[config.mk]
export PLATFORM = sky130hd
export DESIGN_NAME = smpc_device_flat
export DESIGN_NICKNAME = d
export VERILOG_FILES = /design/src/verilog/smpc_pkg.sv /design/src/verilog/smpc_if.sv /design/src/verilog/smpc_device.sv /design/src/verilog/smpc_mode_sel.sv /design/src/flat_wrapper.sv
export SDC_FILE = /design/constraint.sdc
export NUM_CORES = 1
export LEC_CHECK = 0
export BUFFER_PORTS_ARGS = -buffer_cell sky130_fd_sc_hd__buf_4
export CAP_MARGIN = 20
export CORE_UTILIZATION = 41
export CTS_CLUSTER_DIAMETER = 60
export DETAILED_ROUTE_END_ITERATION = 10
export HOLD_SLACK_MARGIN = 0.1
export PLACE_DENSITY = 0.65
export SLEW_MARGIN = 20
export SYNTH_ARGS = -nofsm -noshare
export SYNTH_HDL_FRONTEND = slang
export SYNTH_SLANG_ARGS = --single-unit
[constraint.sdc]
create_clock -name clk_sys_in -period 2.3 [get_ports clk_sys_in]
set_clock_uncertainty 0.05 [all_clocks]
set_input_delay 0.69 -clock clk_sys_in [delete_from_list [all_inputs] [get_ports clk_sys_in]]
set_output_delay 0.69 -clock clk_sys_in [all_outputs]
set_load 0.1 [all_outputs]
[src/verilog/smpc_pkg.sv]
`default_nettype none
package smpc_pkg;

  typedef enum logic [2:0] {
    SMPC_M_NONE,
    SMPC_M_S3,
    SMPC_M_S3_DBG,
    SMPC_M_S3_REG,
    SMPC_M_S2,
    SMPC_M_S1
  } smpc_mode_t;

  typedef enum logic [2:0] {
    SMPC_RUN,
    SMPC_STOP3,
    SMPC_STOP2,
    SMPC_STOP1,
    SMPC_PORHOLD,
    SMPC_BKGD
  } smpc_state_t;

  // Debug command codes on the link
  localparam logic [2:0] SMPC_DCMD_MEM     = 3'h0;
  localparam logic [2:0] SMPC_DCMD_MEMSTAT = 3'h1;
  localparam logic [2:0] SMPC_DCMD_BKGD    = 3'h2;
  localparam logic [2:0] SMPC_DCMD_ACTIVE  = 3'h3;
  localparam logic [2:0] SMPC_DCMD_GO      = 3'h4;

  // Interrupt request positions, lowest index wins
  localparam int SMPC_IRQ_N   = 5;
  localparam int SMPC_IRQ_RTI = 0;
  localparam int SMPC_IRQ_LVD = 1;
  localparam int SMPC_IRQ_ADC = 2;
  localparam int SMPC_IRQ_EXT = 3;
  localparam int SMPC_IRQ_KEY = 4;

  // Vector select: reset, else interrupt index plus one
  localparam logic [2:0] SMPC_VEC_RESET = 3'h0;

  // Power-on style reset hold after stop1/stop2 wake
  localparam int         SMPC_CLK_NS      = 100;
  localparam int         SMPC_POR_HOLD_NS = 1000;
  localparam logic [3:0] SMPC_POR_CYC     =
    4'((SMPC_POR_HOLD_NS + SMPC_CLK_NS - 1) / SMPC_CLK_NS);

  // Controller register map, byte addresses
  localparam logic [3:0] SMPC_OFS_CTRL   = 4'h0;
  localparam logic [3:0] SMPC_OFS_CMD    = 4'h4;
  localparam logic [3:0] SMPC_OFS_STATUS = 4'h8;
  localparam logic [3:0] SMPC_OFS_EVENT  = 4'hc;

  // CTRL fields
  localparam int SMPC_C_STOP_ALLOW = 0;
  localparam int SMPC_C_DBG_PERMIT = 1;
  localparam int SMPC_C_LVD_ON     = 2;
  localparam int SMPC_C_LVD_STOP   = 3;
  localparam int SMPC_C_PD_SEL     = 4;
  localparam int SMPC_C_PPD_SEL    = 5;
  localparam int SMPC_C_WAKE_PIN   = 6;
  localparam int SMPC_C_RESET_PIN  = 7;
  localparam int SMPC_C_SUPPLY_LOW = 8;
  localparam int SMPC_C_PULLUP     = 9;
  localparam int SMPC_C_IRQ_LSB    = 10;
  localparam logic [31:0] SMPC_CTRL_RST = 32'h0000_00c0;

  // CMD fields, write-only pulses
  localparam int SMPC_K_STOP    = 0;
  localparam int SMPC_K_ACK     = 1;
  localparam int SMPC_K_DBG     = 2;
  localparam int SMPC_K_DBG_LSB = 4;

  // EVENT fields, write one to clear
  localparam int SMPC_E_ILLEGAL = 0;
  localparam int SMPC_E_RESP    = 1;
  localparam int SMPC_E_FETCH   = 2;

endpackage
`default_nettype wire
[src/verilog/smpc_if.sv]
`timescale 1ns/1ns
`default_nettype none
interface smpc_if;
  logic       stop_exec;
  logic       stop_allow_bit;
  logic       debug_permit_bit;
  logic       lowvolt_detect_on;
  logic       lowvolt_in_stop_on;
  logic       powerdown_select;
  logic       partial_powerdown_select;
  logic [4:0] irq_req;
  logic       reset_pin_n;
  logic       wakeup_pin;
  logic       wakeup_pin_pullup_on;
  logic       supply_low;
  logic       powerdown_acknowledge;
  logic       dbg_cmd_valid;
  logic [2:0] dbg_cmd;
  logic       illegal_reset;
  logic       cpu_clk_en;
  logic       bus_clk_en;
  logic       periph_clk_en;
  logic       debug_clk_en;
  logic       regulator_full;
  logic       ram_power;
  logic       io_latch_hold;
  logic       io_default;
  logic       por_reset;
  logic       lvr_low_trip;
  logic       pullup_out;
  logic       vector_fetch;
  logic [2:0] vector_sel;
  logic       partial_powerdown_wake_flag;
  logic       full_powerdown_wake_flag;
  logic [2:0] mode;
  logic       dbg_resp_valid;
  logic       dbg_resp_err;
  logic       dbg_resp_ok;
  logic       dbg_mem_access;

  modport dev (
    input  stop_exec, stop_allow_bit, debug_permit_bit, lowvolt_detect_on,
           lowvolt_in_stop_on, powerdown_select, partial_powerdown_select, irq_req,
           reset_pin_n, wakeup_pin, wakeup_pin_pullup_on, supply_low,
           powerdown_acknowledge, dbg_cmd_valid, dbg_cmd,
    output illegal_reset, cpu_clk_en, bus_clk_en, periph_clk_en, debug_clk_en,
           regulator_full, ram_power, io_latch_hold, io_default, por_reset,
           lvr_low_trip, pullup_out, vector_fetch, vector_sel,
           partial_powerdown_wake_flag, full_powerdown_wake_flag, mode,
           dbg_resp_valid, dbg_resp_err, dbg_resp_ok, dbg_mem_access
  );

  modport host (
    output stop_exec, stop_allow_bit, debug_permit_bit, lowvolt_detect_on,
           lowvolt_in_stop_on, powerdown_select, partial_powerdown_select, irq_req,
           reset_pin_n, wakeup_pin, wakeup_pin_pullup_on, supply_low,
           powerdown_acknowledge, dbg_cmd_valid, dbg_cmd,
    input  illegal_reset, cpu_clk_en, bus_clk_en, periph_clk_en, debug_clk_en,
           regulator_full, ram_power, io_latch_hold, io_default, por_reset,
           lvr_low_trip, pullup_out, vector_fetch, vector_sel,
           partial_powerdown_wake_flag, full_powerdown_wake_flag, mode,
           dbg_resp_valid, dbg_resp_err, dbg_resp_ok, dbg_mem_access
  );
endinterface
`default_nettype wire

[src/verilog/smpc_device.sv]
// Summary of operation
// - Stop disallowed: STOP gives illegal-opcode reset
// - Debug permitted: stop3 with debug clocked
// - Both low-voltage bits set: stop3, regulator on
// - Otherwise powerdown bits pick stop3, stop2, stop1
// - Any stop halts bus and CPU clocks
// - Stop3 keeps registers, RAM and pin states
// - Stop3 ends on reset pin or interrupt
// - Software keeps detector on for ADC in stop3
// - Debug stop keeps debug clock, full regulation
// - Stopped: reject commands except background, status reads report error
// - Background command wakes into background mode
// - Stop2 powers down except RAM, latches pins
// - Wake pin active low, pullup never forced
// - Real-time interrupt wakes stop2 and stop1
// - Stop1/stop2 wake behaves like power-on reset
// - Stop2 wake flag and latches until acknowledge
// - Software restores ports before acknowledging
// - Opened latches follow current port control
// - Stop1 powers down RAM, pins to reset
// - Stop1 wake flag held until acknowledge
// - Software sets port register to all ones
// - Any stop stops peripheral clocks
`timescale 1ns/1ns
`default_nettype none
module smpc_device (
  input  wire logic  clk_sys_in,
  input  wire logic  rstn_in,
  smpc_if.dev        link,
  output logic [2:0] mode_out,
  output logic       stopped_out
);
  smpc_pkg::smpc_state_t state_reg;
  smpc_pkg::smpc_state_t state_next;
  smpc_pkg::smpc_mode_t  mode_reg;
  smpc_pkg::smpc_mode_t  mode_next;
  smpc_pkg::smpc_mode_t  sel_mode;
  logic       ppd_reg;
  logic       ppd_next;
  logic       pd_reg;
  logic       pd_next;
  logic       hold_reg;
  logic       hold_next;
  logic [3:0] cnt_reg;
  logic [3:0] cnt_next;
  logic [2:0] vec_reg;
  logic [2:0] vec_next;
  logic       fetch_reg;
  logic       fetch_next;
  logic       illeg_reg;
  logic       illeg_next;
  logic       rvalid_reg;
  logic       rvalid_next;
  logic       rerr_reg;
  logic       rerr_next;
  logic       rok_reg;
  logic       rok_next;
  logic       rmem_reg;
  logic       rmem_next;
  logic       stopped;
  logic       dbg_live;
  logic [2:0] irq_vec;

  smpc_mode_sel u_sel (
    .stop_allow_in   (link.stop_allow_bit),
    .debug_permit_in (link.debug_permit_bit),
    .lvd_on_in       (link.lowvolt_detect_on),
    .lvd_stop_in     (link.lowvolt_in_stop_on),
    .pd_sel_in       (link.powerdown_select),
    .ppd_sel_in      (link.partial_powerdown_select),
    .mode_out        (sel_mode)
  );

  assign stopped = (state_reg == smpc_pkg::SMPC_STOP3) ||
                   (state_reg == smpc_pkg::SMPC_STOP2) ||
                   (state_reg == smpc_pkg::SMPC_STOP1);
  // Debug logic only answers while it has a clock
  assign dbg_live = !stopped || (mode_reg == smpc_pkg::SMPC_M_S3_DBG);

  // Lowest-numbered pending source takes its vector
  always_comb begin
    irq_vec = smpc_pkg::SMPC_VEC_RESET;
    for (int i = smpc_pkg::SMPC_IRQ_N - 1; i >= 0; i--) begin
      if (link.irq_req[i]) begin
        irq_vec = 3'(i + 1);
      end
    end
  end

  always_comb begin
    state_next  = state_reg;
    mode_next   = mode_reg;
    ppd_next    = ppd_reg;
    pd_next     = pd_reg;
    hold_next   = hold_reg;
    cnt_next    = cnt_reg;
    vec_next    = vec_reg;
    fetch_next  = 1'b0;
    illeg_next  = 1'b0;
    rvalid_next = 1'b0;
    rerr_next   = 1'b0;
    rok_next    = 1'b0;
    rmem_next   = 1'b0;
    // Clear first so a same-cycle set below wins
    if (link.powerdown_acknowledge) begin
      ppd_next  = 1'b0;
      pd_next   = 1'b0;
      hold_next = 1'b0;
    end
    unique case (state_reg)
      smpc_pkg::SMPC_RUN: begin
        if (link.stop_exec) begin
          mode_next = sel_mode;
          unique case (sel_mode)
            smpc_pkg::SMPC_M_NONE: illeg_next = 1'b1;
            smpc_pkg::SMPC_M_S2: begin
              state_next = smpc_pkg::SMPC_STOP2;
              hold_next  = 1'b1;
            end
            smpc_pkg::SMPC_M_S1: state_next = smpc_pkg::SMPC_STOP1;
            default: state_next = smpc_pkg::SMPC_STOP3;
          endcase
        end
      end
      smpc_pkg::SMPC_STOP3: begin
        if (!link.reset_pin_n) begin
          state_next = smpc_pkg::SMPC_PORHOLD;
          cnt_next   = smpc_pkg::SMPC_POR_CYC;
          mode_next  = smpc_pkg::SMPC_M_NONE;
        end else if (|link.irq_req) begin
          state_next = smpc_pkg::SMPC_RUN;
          vec_next   = irq_vec;
          fetch_next = 1'b1;
          mode_next  = smpc_pkg::SMPC_M_NONE;
        end else if (link.dbg_cmd_valid && mode_reg == smpc_pkg::SMPC_M_S3_DBG &&
                     link.dbg_cmd == smpc_pkg::SMPC_DCMD_BKGD) begin
          state_next = smpc_pkg::SMPC_BKGD;
          mode_next  = smpc_pkg::SMPC_M_NONE;
        end
      end
      smpc_pkg::SMPC_STOP2, smpc_pkg::SMPC_STOP1: begin
        if (state_reg == smpc_pkg::SMPC_STOP2) begin
          hold_next = 1'b1;
        end
        // Pin is a wake input here whatever its run-time use
        if (!link.wakeup_pin || link.irq_req[smpc_pkg::SMPC_IRQ_RTI]) begin
          state_next = smpc_pkg::SMPC_PORHOLD;
          cnt_next   = smpc_pkg::SMPC_POR_CYC;
          mode_next  = smpc_pkg::SMPC_M_NONE;
          if (state_reg == smpc_pkg::SMPC_STOP2) begin
            ppd_next = 1'b1;
          end else begin
            pd_next = 1'b1;
          end
        end
      end
      smpc_pkg::SMPC_PORHOLD: begin
        if (cnt_reg != 4'h0) begin
          cnt_next = cnt_reg - 4'h1;
        end else if (!link.supply_low) begin
          state_next = smpc_pkg::SMPC_RUN;
          vec_next   = smpc_pkg::SMPC_VEC_RESET;
          fetch_next = 1'b1;
        end
      end
      smpc_pkg::SMPC_BKGD: begin
        if (link.dbg_cmd_valid && link.dbg_cmd == smpc_pkg::SMPC_DCMD_GO) begin
          state_next = smpc_pkg::SMPC_RUN;
        end
      end
    endcase
    if (link.dbg_cmd_valid && dbg_live && state_reg != smpc_pkg::SMPC_PORHOLD) begin
      rvalid_next = 1'b1;
      if (stopped) begin
        rerr_next = (link.dbg_cmd == smpc_pkg::SMPC_DCMD_MEMSTAT);
        rok_next  = (link.dbg_cmd == smpc_pkg::SMPC_DCMD_BKGD);
      end else if (state_reg == smpc_pkg::SMPC_BKGD) begin
        rok_next  = 1'b1;
        rmem_next = (link.dbg_cmd == smpc_pkg::SMPC_DCMD_MEM) ||
                    (link.dbg_cmd == smpc_pkg::SMPC_DCMD_MEMSTAT);
      end else begin
        // Run mode takes only non-intrusive commands
        rok_next  = (link.dbg_cmd <= smpc_pkg::SMPC_DCMD_BKGD);
        rmem_next = (link.dbg_cmd == smpc_pkg::SMPC_DCMD_MEM) ||
                    (link.dbg_cmd == smpc_pkg::SMPC_DCMD_MEMSTAT);
        if (link.dbg_cmd == smpc_pkg::SMPC_DCMD_BKGD && link.debug_permit_bit &&
            !link.stop_exec) begin
          state_next = smpc_pkg::SMPC_BKGD;
        end
      end
    end
  end

  always_ff @(posedge clk_sys_in or negedge rstn_in) begin
    if (!rstn_in) begin
      state_reg  <= smpc_pkg::SMPC_RUN;
      mode_reg   <= smpc_pkg::SMPC_M_NONE;
      ppd_reg    <= 1'b0;
      pd_reg     <= 1'b0;
      hold_reg   <= 1'b0;
      cnt_reg    <= 4'h0;
      vec_reg    <= smpc_pkg::SMPC_VEC_RESET;
      fetch_reg  <= 1'b0;
      illeg_reg  <= 1'b0;
      rvalid_reg <= 1'b0;
      rerr_reg   <= 1'b0;
      rok_reg    <= 1'b0;
      rmem_reg   <= 1'b0;
    end else begin
      state_reg  <= state_next;
      mode_reg   <= mode_next;
      ppd_reg    <= ppd_next;
      pd_reg     <= pd_next;
      hold_reg   <= hold_next;
      cnt_reg    <= cnt_next;
      vec_reg    <= vec_next;
      fetch_reg  <= fetch_next;
      illeg_reg  <= illeg_next;
      rvalid_reg <= rvalid_next;
      rerr_reg   <= rerr_next;
      rok_reg    <= rok_next;
      rmem_reg   <= rmem_next;
    end
  end

  // Outputs other than pullup_out decode registered state only; pullup_out passes its input straight through
  assign link.cpu_clk_en     = !stopped;
  assign link.bus_clk_en     = !stopped;
  assign link.periph_clk_en  = !stopped;
  assign link.debug_clk_en   = dbg_live;
  assign link.regulator_full = !stopped || mode_reg == smpc_pkg::SMPC_M_S3_DBG ||
                               mode_reg == smpc_pkg::SMPC_M_S3_REG;
  // Stop3 touches no retained state; only stop1 drops RAM
  assign link.ram_power      = (state_reg != smpc_pkg::SMPC_STOP1);
  assign link.io_latch_hold  = hold_reg;
  assign link.io_default     = (state_reg == smpc_pkg::SMPC_STOP1);
  assign link.por_reset      = (state_reg == smpc_pkg::SMPC_PORHOLD);
  assign link.lvr_low_trip   = (state_reg == smpc_pkg::SMPC_PORHOLD);
  assign link.pullup_out     = link.wakeup_pin_pullup_on;
  assign link.vector_fetch   = fetch_reg;
  assign link.vector_sel     = vec_reg;
  assign link.illegal_reset  = illeg_reg;
  assign link.partial_powerdown_wake_flag = ppd_reg;
  assign link.full_powerdown_wake_flag    = pd_reg;
  assign link.mode           = mode_reg;
  assign link.dbg_resp_valid = rvalid_reg;
  assign link.dbg_resp_err   = rerr_reg;
  assign link.dbg_resp_ok    = rok_reg;
  assign link.dbg_mem_access = rmem_reg;
  assign mode_out            = mode_reg;
  assign stopped_out         = stopped;
endmodule
`default_nettype wire

[src/verilog/smpc_mode_sel.sv]
`timescale 1ns/1ns
`default_nettype none
module smpc_mode_sel (
  input  wire logic          stop_allow_in,
  input  wire logic          debug_permit_in,
  input  wire logic          lvd_on_in,
  input  wire logic          lvd_stop_in,
  input  wire logic          pd_sel_in,
  input  wire logic          ppd_sel_in,
  output var smpc_pkg::smpc_mode_t mode_out
);
  always_comb begin
    if (!stop_allow_in) begin
      mode_out = smpc_pkg::SMPC_M_NONE;
    end else if (debug_permit_in) begin
      mode_out = smpc_pkg::SMPC_M_S3_DBG;
    end else if (lvd_on_in && lvd_stop_in) begin
      mode_out = smpc_pkg::SMPC_M_S3_REG;
    end else if (!pd_sel_in) begin
      mode_out = smpc_pkg::SMPC_M_S3;
    end else if (ppd_sel_in) begin
      mode_out = smpc_pkg::SMPC_M_S2;
    end else begin
      mode_out = smpc_pkg::SMPC_M_S1;
    end
  end
endmodule
`default_nettype wire

[src/flat_wrapper.sv]
// flat-port wrapper written by rule: the top's interface ports become plain ports
module smpc_device_flat 
  (clk_sys_in, rstn_in, mode_out, stopped_out, link_stop_exec, link_stop_allow_bit, link_debug_permit_bit, link_lowvolt_detect_on, link_lowvolt_in_stop_on, link_powerdown_select, link_partial_powerdown_select, link_irq_req, link_reset_pin_n, link_wakeup_pin, link_wakeup_pin_pullup_on, link_supply_low, link_powerdown_acknowledge, link_dbg_cmd_valid, link_dbg_cmd, link_illegal_reset, link_cpu_clk_en, link_bus_clk_en, link_periph_clk_en, link_debug_clk_en, link_regulator_full, link_ram_power, link_io_latch_hold, link_io_default, link_por_reset, link_lvr_low_trip, link_pullup_out, link_vector_fetch, link_vector_sel, link_partial_powerdown_wake_flag, link_full_powerdown_wake_flag, link_mode, link_dbg_resp_valid, link_dbg_resp_err, link_dbg_resp_ok, link_dbg_mem_access);
  smpc_if link_i ();
  input  wire logic clk_sys_in;
  input  wire logic rstn_in;
  output logic [2:0] mode_out;
  output logic stopped_out;
  input wire logic [$bits(link_i.stop_exec)-1:0] link_stop_exec;
  input wire logic [$bits(link_i.stop_allow_bit)-1:0] link_stop_allow_bit;
  input wire logic [$bits(link_i.debug_permit_bit)-1:0] link_debug_permit_bit;
  input wire logic [$bits(link_i.lowvolt_detect_on)-1:0] link_lowvolt_detect_on;
  input wire logic [$bits(link_i.lowvolt_in_stop_on)-1:0] link_lowvolt_in_stop_on;
  input wire logic [$bits(link_i.powerdown_select)-1:0] link_powerdown_select;
  input wire logic [$bits(link_i.partial_powerdown_select)-1:0] link_partial_powerdown_select;
  input wire logic [$bits(link_i.irq_req)-1:0] link_irq_req;
  input wire logic [$bits(link_i.reset_pin_n)-1:0] link_reset_pin_n;
  input wire logic [$bits(link_i.wakeup_pin)-1:0] link_wakeup_pin;
  input wire logic [$bits(link_i.wakeup_pin_pullup_on)-1:0] link_wakeup_pin_pullup_on;
  input wire logic [$bits(link_i.supply_low)-1:0] link_supply_low;
  input wire logic [$bits(link_i.powerdown_acknowledge)-1:0] link_powerdown_acknowledge;
  input wire logic [$bits(link_i.dbg_cmd_valid)-1:0] link_dbg_cmd_valid;
  input wire logic [$bits(link_i.dbg_cmd)-1:0] link_dbg_cmd;
  output wire logic [$bits(link_i.illegal_reset)-1:0] link_illegal_reset;
  output wire logic [$bits(link_i.cpu_clk_en)-1:0] link_cpu_clk_en;
  output wire logic [$bits(link_i.bus_clk_en)-1:0] link_bus_clk_en;
  output wire logic [$bits(link_i.periph_clk_en)-1:0] link_periph_clk_en;
  output wire logic [$bits(link_i.debug_clk_en)-1:0] link_debug_clk_en;
  output wire logic [$bits(link_i.regulator_full)-1:0] link_regulator_full;
  output wire logic [$bits(link_i.ram_power)-1:0] link_ram_power;
  output wire logic [$bits(link_i.io_latch_hold)-1:0] link_io_latch_hold;
  output wire logic [$bits(link_i.io_default)-1:0] link_io_default;
  output wire logic [$bits(link_i.por_reset)-1:0] link_por_reset;
  output wire logic [$bits(link_i.lvr_low_trip)-1:0] link_lvr_low_trip;
  output wire logic [$bits(link_i.pullup_out)-1:0] link_pullup_out;
  output wire logic [$bits(link_i.vector_fetch)-1:0] link_vector_fetch;
  output wire logic [$bits(link_i.vector_sel)-1:0] link_vector_sel;
  output wire logic [$bits(link_i.partial_powerdown_wake_flag)-1:0] link_partial_powerdown_wake_flag;
  output wire logic [$bits(link_i.full_powerdown_wake_flag)-1:0] link_full_powerdown_wake_flag;
  output wire logic [$bits(link_i.mode)-1:0] link_mode;
  output wire logic [$bits(link_i.dbg_resp_valid)-1:0] link_dbg_resp_valid;
  output wire logic [$bits(link_i.dbg_resp_err)-1:0] link_dbg_resp_err;
  output wire logic [$bits(link_i.dbg_resp_ok)-1:0] link_dbg_resp_ok;
  output wire logic [$bits(link_i.dbg_mem_access)-1:0] link_dbg_mem_access;
  assign link_i.stop_exec = link_stop_exec;
  assign link_i.stop_allow_bit = link_stop_allow_bit;
  assign link_i.debug_permit_bit = link_debug_permit_bit;
  assign link_i.lowvolt_detect_on = link_lowvolt_detect_on;
  assign link_i.lowvolt_in_stop_on = link_lowvolt_in_stop_on;
  assign link_i.powerdown_select = link_powerdown_select;
  assign link_i.partial_powerdown_select = link_partial_powerdown_select;
  assign link_i.irq_req = link_irq_req;
  assign link_i.reset_pin_n = link_reset_pin_n;
  assign link_i.wakeup_pin = link_wakeup_pin;
  assign link_i.wakeup_pin_pullup_on = link_wakeup_pin_pullup_on;
  assign link_i.supply_low = link_supply_low;
  assign link_i.powerdown_acknowledge = link_powerdown_acknowledge;
  assign link_i.dbg_cmd_valid = link_dbg_cmd_valid;
  assign link_i.dbg_cmd = link_dbg_cmd;
  assign link_illegal_reset = link_i.illegal_reset;
  assign link_cpu_clk_en = link_i.cpu_clk_en;
  assign link_bus_clk_en = link_i.bus_clk_en;
  assign link_periph_clk_en = link_i.periph_clk_en;
  assign link_debug_clk_en = link_i.debug_clk_en;
  assign link_regulator_full = link_i.regulator_full;
  assign link_ram_power = link_i.ram_power;
  assign link_io_latch_hold = link_i.io_latch_hold;
  assign link_io_default = link_i.io_default;
  assign link_por_reset = link_i.por_reset;
  assign link_lvr_low_trip = link_i.lvr_low_trip;
  assign link_pullup_out = link_i.pullup_out;
  assign link_vector_fetch = link_i.vector_fetch;
  assign link_vector_sel = link_i.vector_sel;
  assign link_partial_powerdown_wake_flag = link_i.partial_powerdown_wake_flag;
  assign link_full_powerdown_wake_flag = link_i.full_powerdown_wake_flag;
  assign link_mode = link_i.mode;
  assign link_dbg_resp_valid = link_i.dbg_resp_valid;
  assign link_dbg_resp_err = link_i.dbg_resp_err;
  assign link_dbg_resp_ok = link_i.dbg_resp_ok;
  assign link_dbg_mem_access = link_i.dbg_mem_access;
  smpc_device u_core (.clk_sys_in(clk_sys_in), .rstn_in(rstn_in), .link(link_i), .mode_out(mode_out), .stopped_out(stopped_out));
endmodule
==> results.yml <==
floorplan:
  row_count: 20
  core_sq_mm: 0.00313
  dieArea_sq_mm: 0.00362
  die_w_um: 60.2
  top_level_ports: 52
  start_util: 0.444
  die_height_um: 60.2
clock_tree:
  clockRootBuffer: "clkbuf_4"
  insertion_delay_ns: 0.32
  clk_pin_slew_ns: 0.14
  cts_made_buffers: 3
  cts.sink_count: 22
  h-tree-depth: 1
  cts.path.max_buffers: 2
  cts_tree: "built"
final_layout:
  largest_reg_flops: 4
  fillers: 260
  nets: 223
  area_growth_syn_to_layout_pct: 38.1
  regArea_sq_um: 556
  layout_common_cells: "buf_4 (50), dfrtp_1 (18), nand2_1 (10), nor2_1 (10), inv_1 (9)"
  final_area_sq_mm: 0.00192
  num_antenna_cells: 0
  drive_gt1_frac: 0.429
  layout_commonest_cell: "buf_4"
  multi_input_area_sq_um: 744
yosys:
  synth-main-ff-cell: "dfrtp_1"
  synth-seq-cells: 22
  yosysWarnings: 0
  synth_edf_count: 0
  netlist-cell-type-count: 54
  syn_inst: 149
  yosysSeqAreaShare: 0.396
  syn_nets: 173
  synthArstFlopShare: 1.00
  synth_area_sq_mm: 0.00139
  synth_area_per_cell_sq_um: 9.32
global_route:
  grt_usage: 0.198
  grt_start_max_net_pins: 23
  grt-ovfl-total: 0
  grt_pass1_vias: 1168
  antenna_found_initial: 0
  grt_pass1_wl_um: 5340
timing:
  finalSetupViolations: 0
  relSlewSlack: 0.767
  fmax_mhz: 450
  tightest_slew_ns: 0.347
  setup_ws_ns: 0.0756
  hold_viol: 0
  min_period_ns: 2.22
  rsz0062_at_grt: "false"
  final.period_utilization: 0.967
  slew_violations: 0
setup_path:
  required_ns: 1.56
  arrival_ns: 1.48
  rr_worst_depth: 5
  critPathMaxFanout: 6
  end_kind: "output pin"
  critPathLaunchType: "flip-flop"
  critPathKind: "reg2out"
place:
  place.gp.congestion: 0.761
  place_ws_ns: 0.221
  dp_hpwl_um: 2540
  placed_cell_area_sq_mm: 0.00178
  io_buffers: 49
routing:
  antenna_left: 0
  vias: 1286
  drt-pass1-iter-count: 4
  wire_per_inst_um: 13.9
  drcViolationCount: 0
  drtIter0Drc: 57
  viasPerCell: 5.31
  wl_um: 3360
outcome:
  status: "completed"
hold_path:
  hold_class: "in2async"
flow_run:
  maxCapViolations: 0
[worst max-delay path, cell delays in order (launching register included)]
cell	delay, ns
dfrtp_2	0.47
o21ba_4	0.30
clkinvlp_4	0.18
buf_6	0.22
[per-stage QoR]
step / hold WS (ns) / setup TNS [ns] / utilization / std cells
3_5_place_dp: 0.431 / 0 / 0.569 / 234
2_1_floorplan: 0.344 / -2.17 / - / 149
3_3_place_gp: 0.439 / 0 / 0.569 / 234
6_report: 0.182 / 0 / 0.613 / 242
4_1_cts: 0.188 / -0.0298 / 0.593 / 238
5_1_grt: 0.174 / 0 / 0.613 / 242
[cells in the mapped netlist, types with 2 or more instances]
master,number,area [sq um]
o21ai_0,5,25.0
or2_1,2,12.5
mux2_4,2,30.0
mux2i_1,2,20.0
or3_1,2,12.5
nor3b_1,2,15.0
or3b_1,2,17.5
a21oi_1,8,40.0
nand2_1,12,45.0
nand3b_1,2,15.0
dfrtp_1,22,551
o22ai_1,2,12.5
a211o_1,2,17.5
o21ai_1,4,20.0
buf_2,2,10.0
buf_4,8,60.1
nand4bb_1,2,22.5
nand2b_1,5,31.3
nor2_1,11,41.3
nor3_1,4,20.0
nand4_1,3,18.8
and2_1,2,12.5
nand3_1,2,10.0
inv_1,11,41.3
[cell type report]
cell class / count / share of cell area
tap: 44 / 0.0287
timing repair buffer: 56 / 0.237
sequential: 22 / 0.290
inverter: 12 / 0.0287
multi-input combinational: 104 / 0.388
clock inverter: 1 / 0.0157
clock buffer: 3 / 0.0117
[worst paths after layout]
check | start | end | slack (ns)
worst min-delay path | rstn_in | u_core.link.illegal_reset | 0.18
worst max-delay path | u_core.state_reg[2] | link_periph_clk_en | 0.08
worst min register to register | u_core.link.io_latch_hold | u_core.link.io_latch_hold | 0.46
max in group asynchronous | rstn_in | u_core.link.mode[0] | 1.75
min in group clk_sys_in | u_core.link.io_latch_hold | u_core.link.io_latch_hold | 0.46
worst max register to register | u_core.cnt_reg[0] | u_core.link.vector_sel[2] | 0.34
[timing repair]
action,4_1_cts,5_1_grt
gates resized for setup,6,10
hold buffers,0,0
buffers inserted,0,4
gates cloned,0,0
setup endpoints to repair,3,8
[kinds of logic (layout without fill, tap and decap cells)]
group / count (synthesis) / in the layout / synth area share
buffers and inverters: 23 / 72 / 0.0856
xor gates and xnor gates: 1 / 1 / 0.00631
adders and majority gates: 1 / 1 / 0.00901
muxes: 4 / 4 / 0.0360
AOI/OAI and AO/OA: 37 / 37 / 0.207
and+or+nand+nor: 61 / 61 / 0.259
DFF: 22 / 22 / 0.396
[per-layer routing]
| metal | global-route usage | part of all wire | vias to the layer above |
|---|---|---|---|
| met5 | 0 | 0 | - |
| li1 | - | - | 630 |
| met3 | 0.0455 | 0.059 | 2 |
| met1 | 0.262 | 0.45 | 612 |
| met4 | 0.0532 | 0.0060 | 0 |
| met2 | 0.323 | 0.49 | 42 |
Power is not shown: default switching activity piles up to over one toggle a cycle in this logic, so the estimate is an artifact.
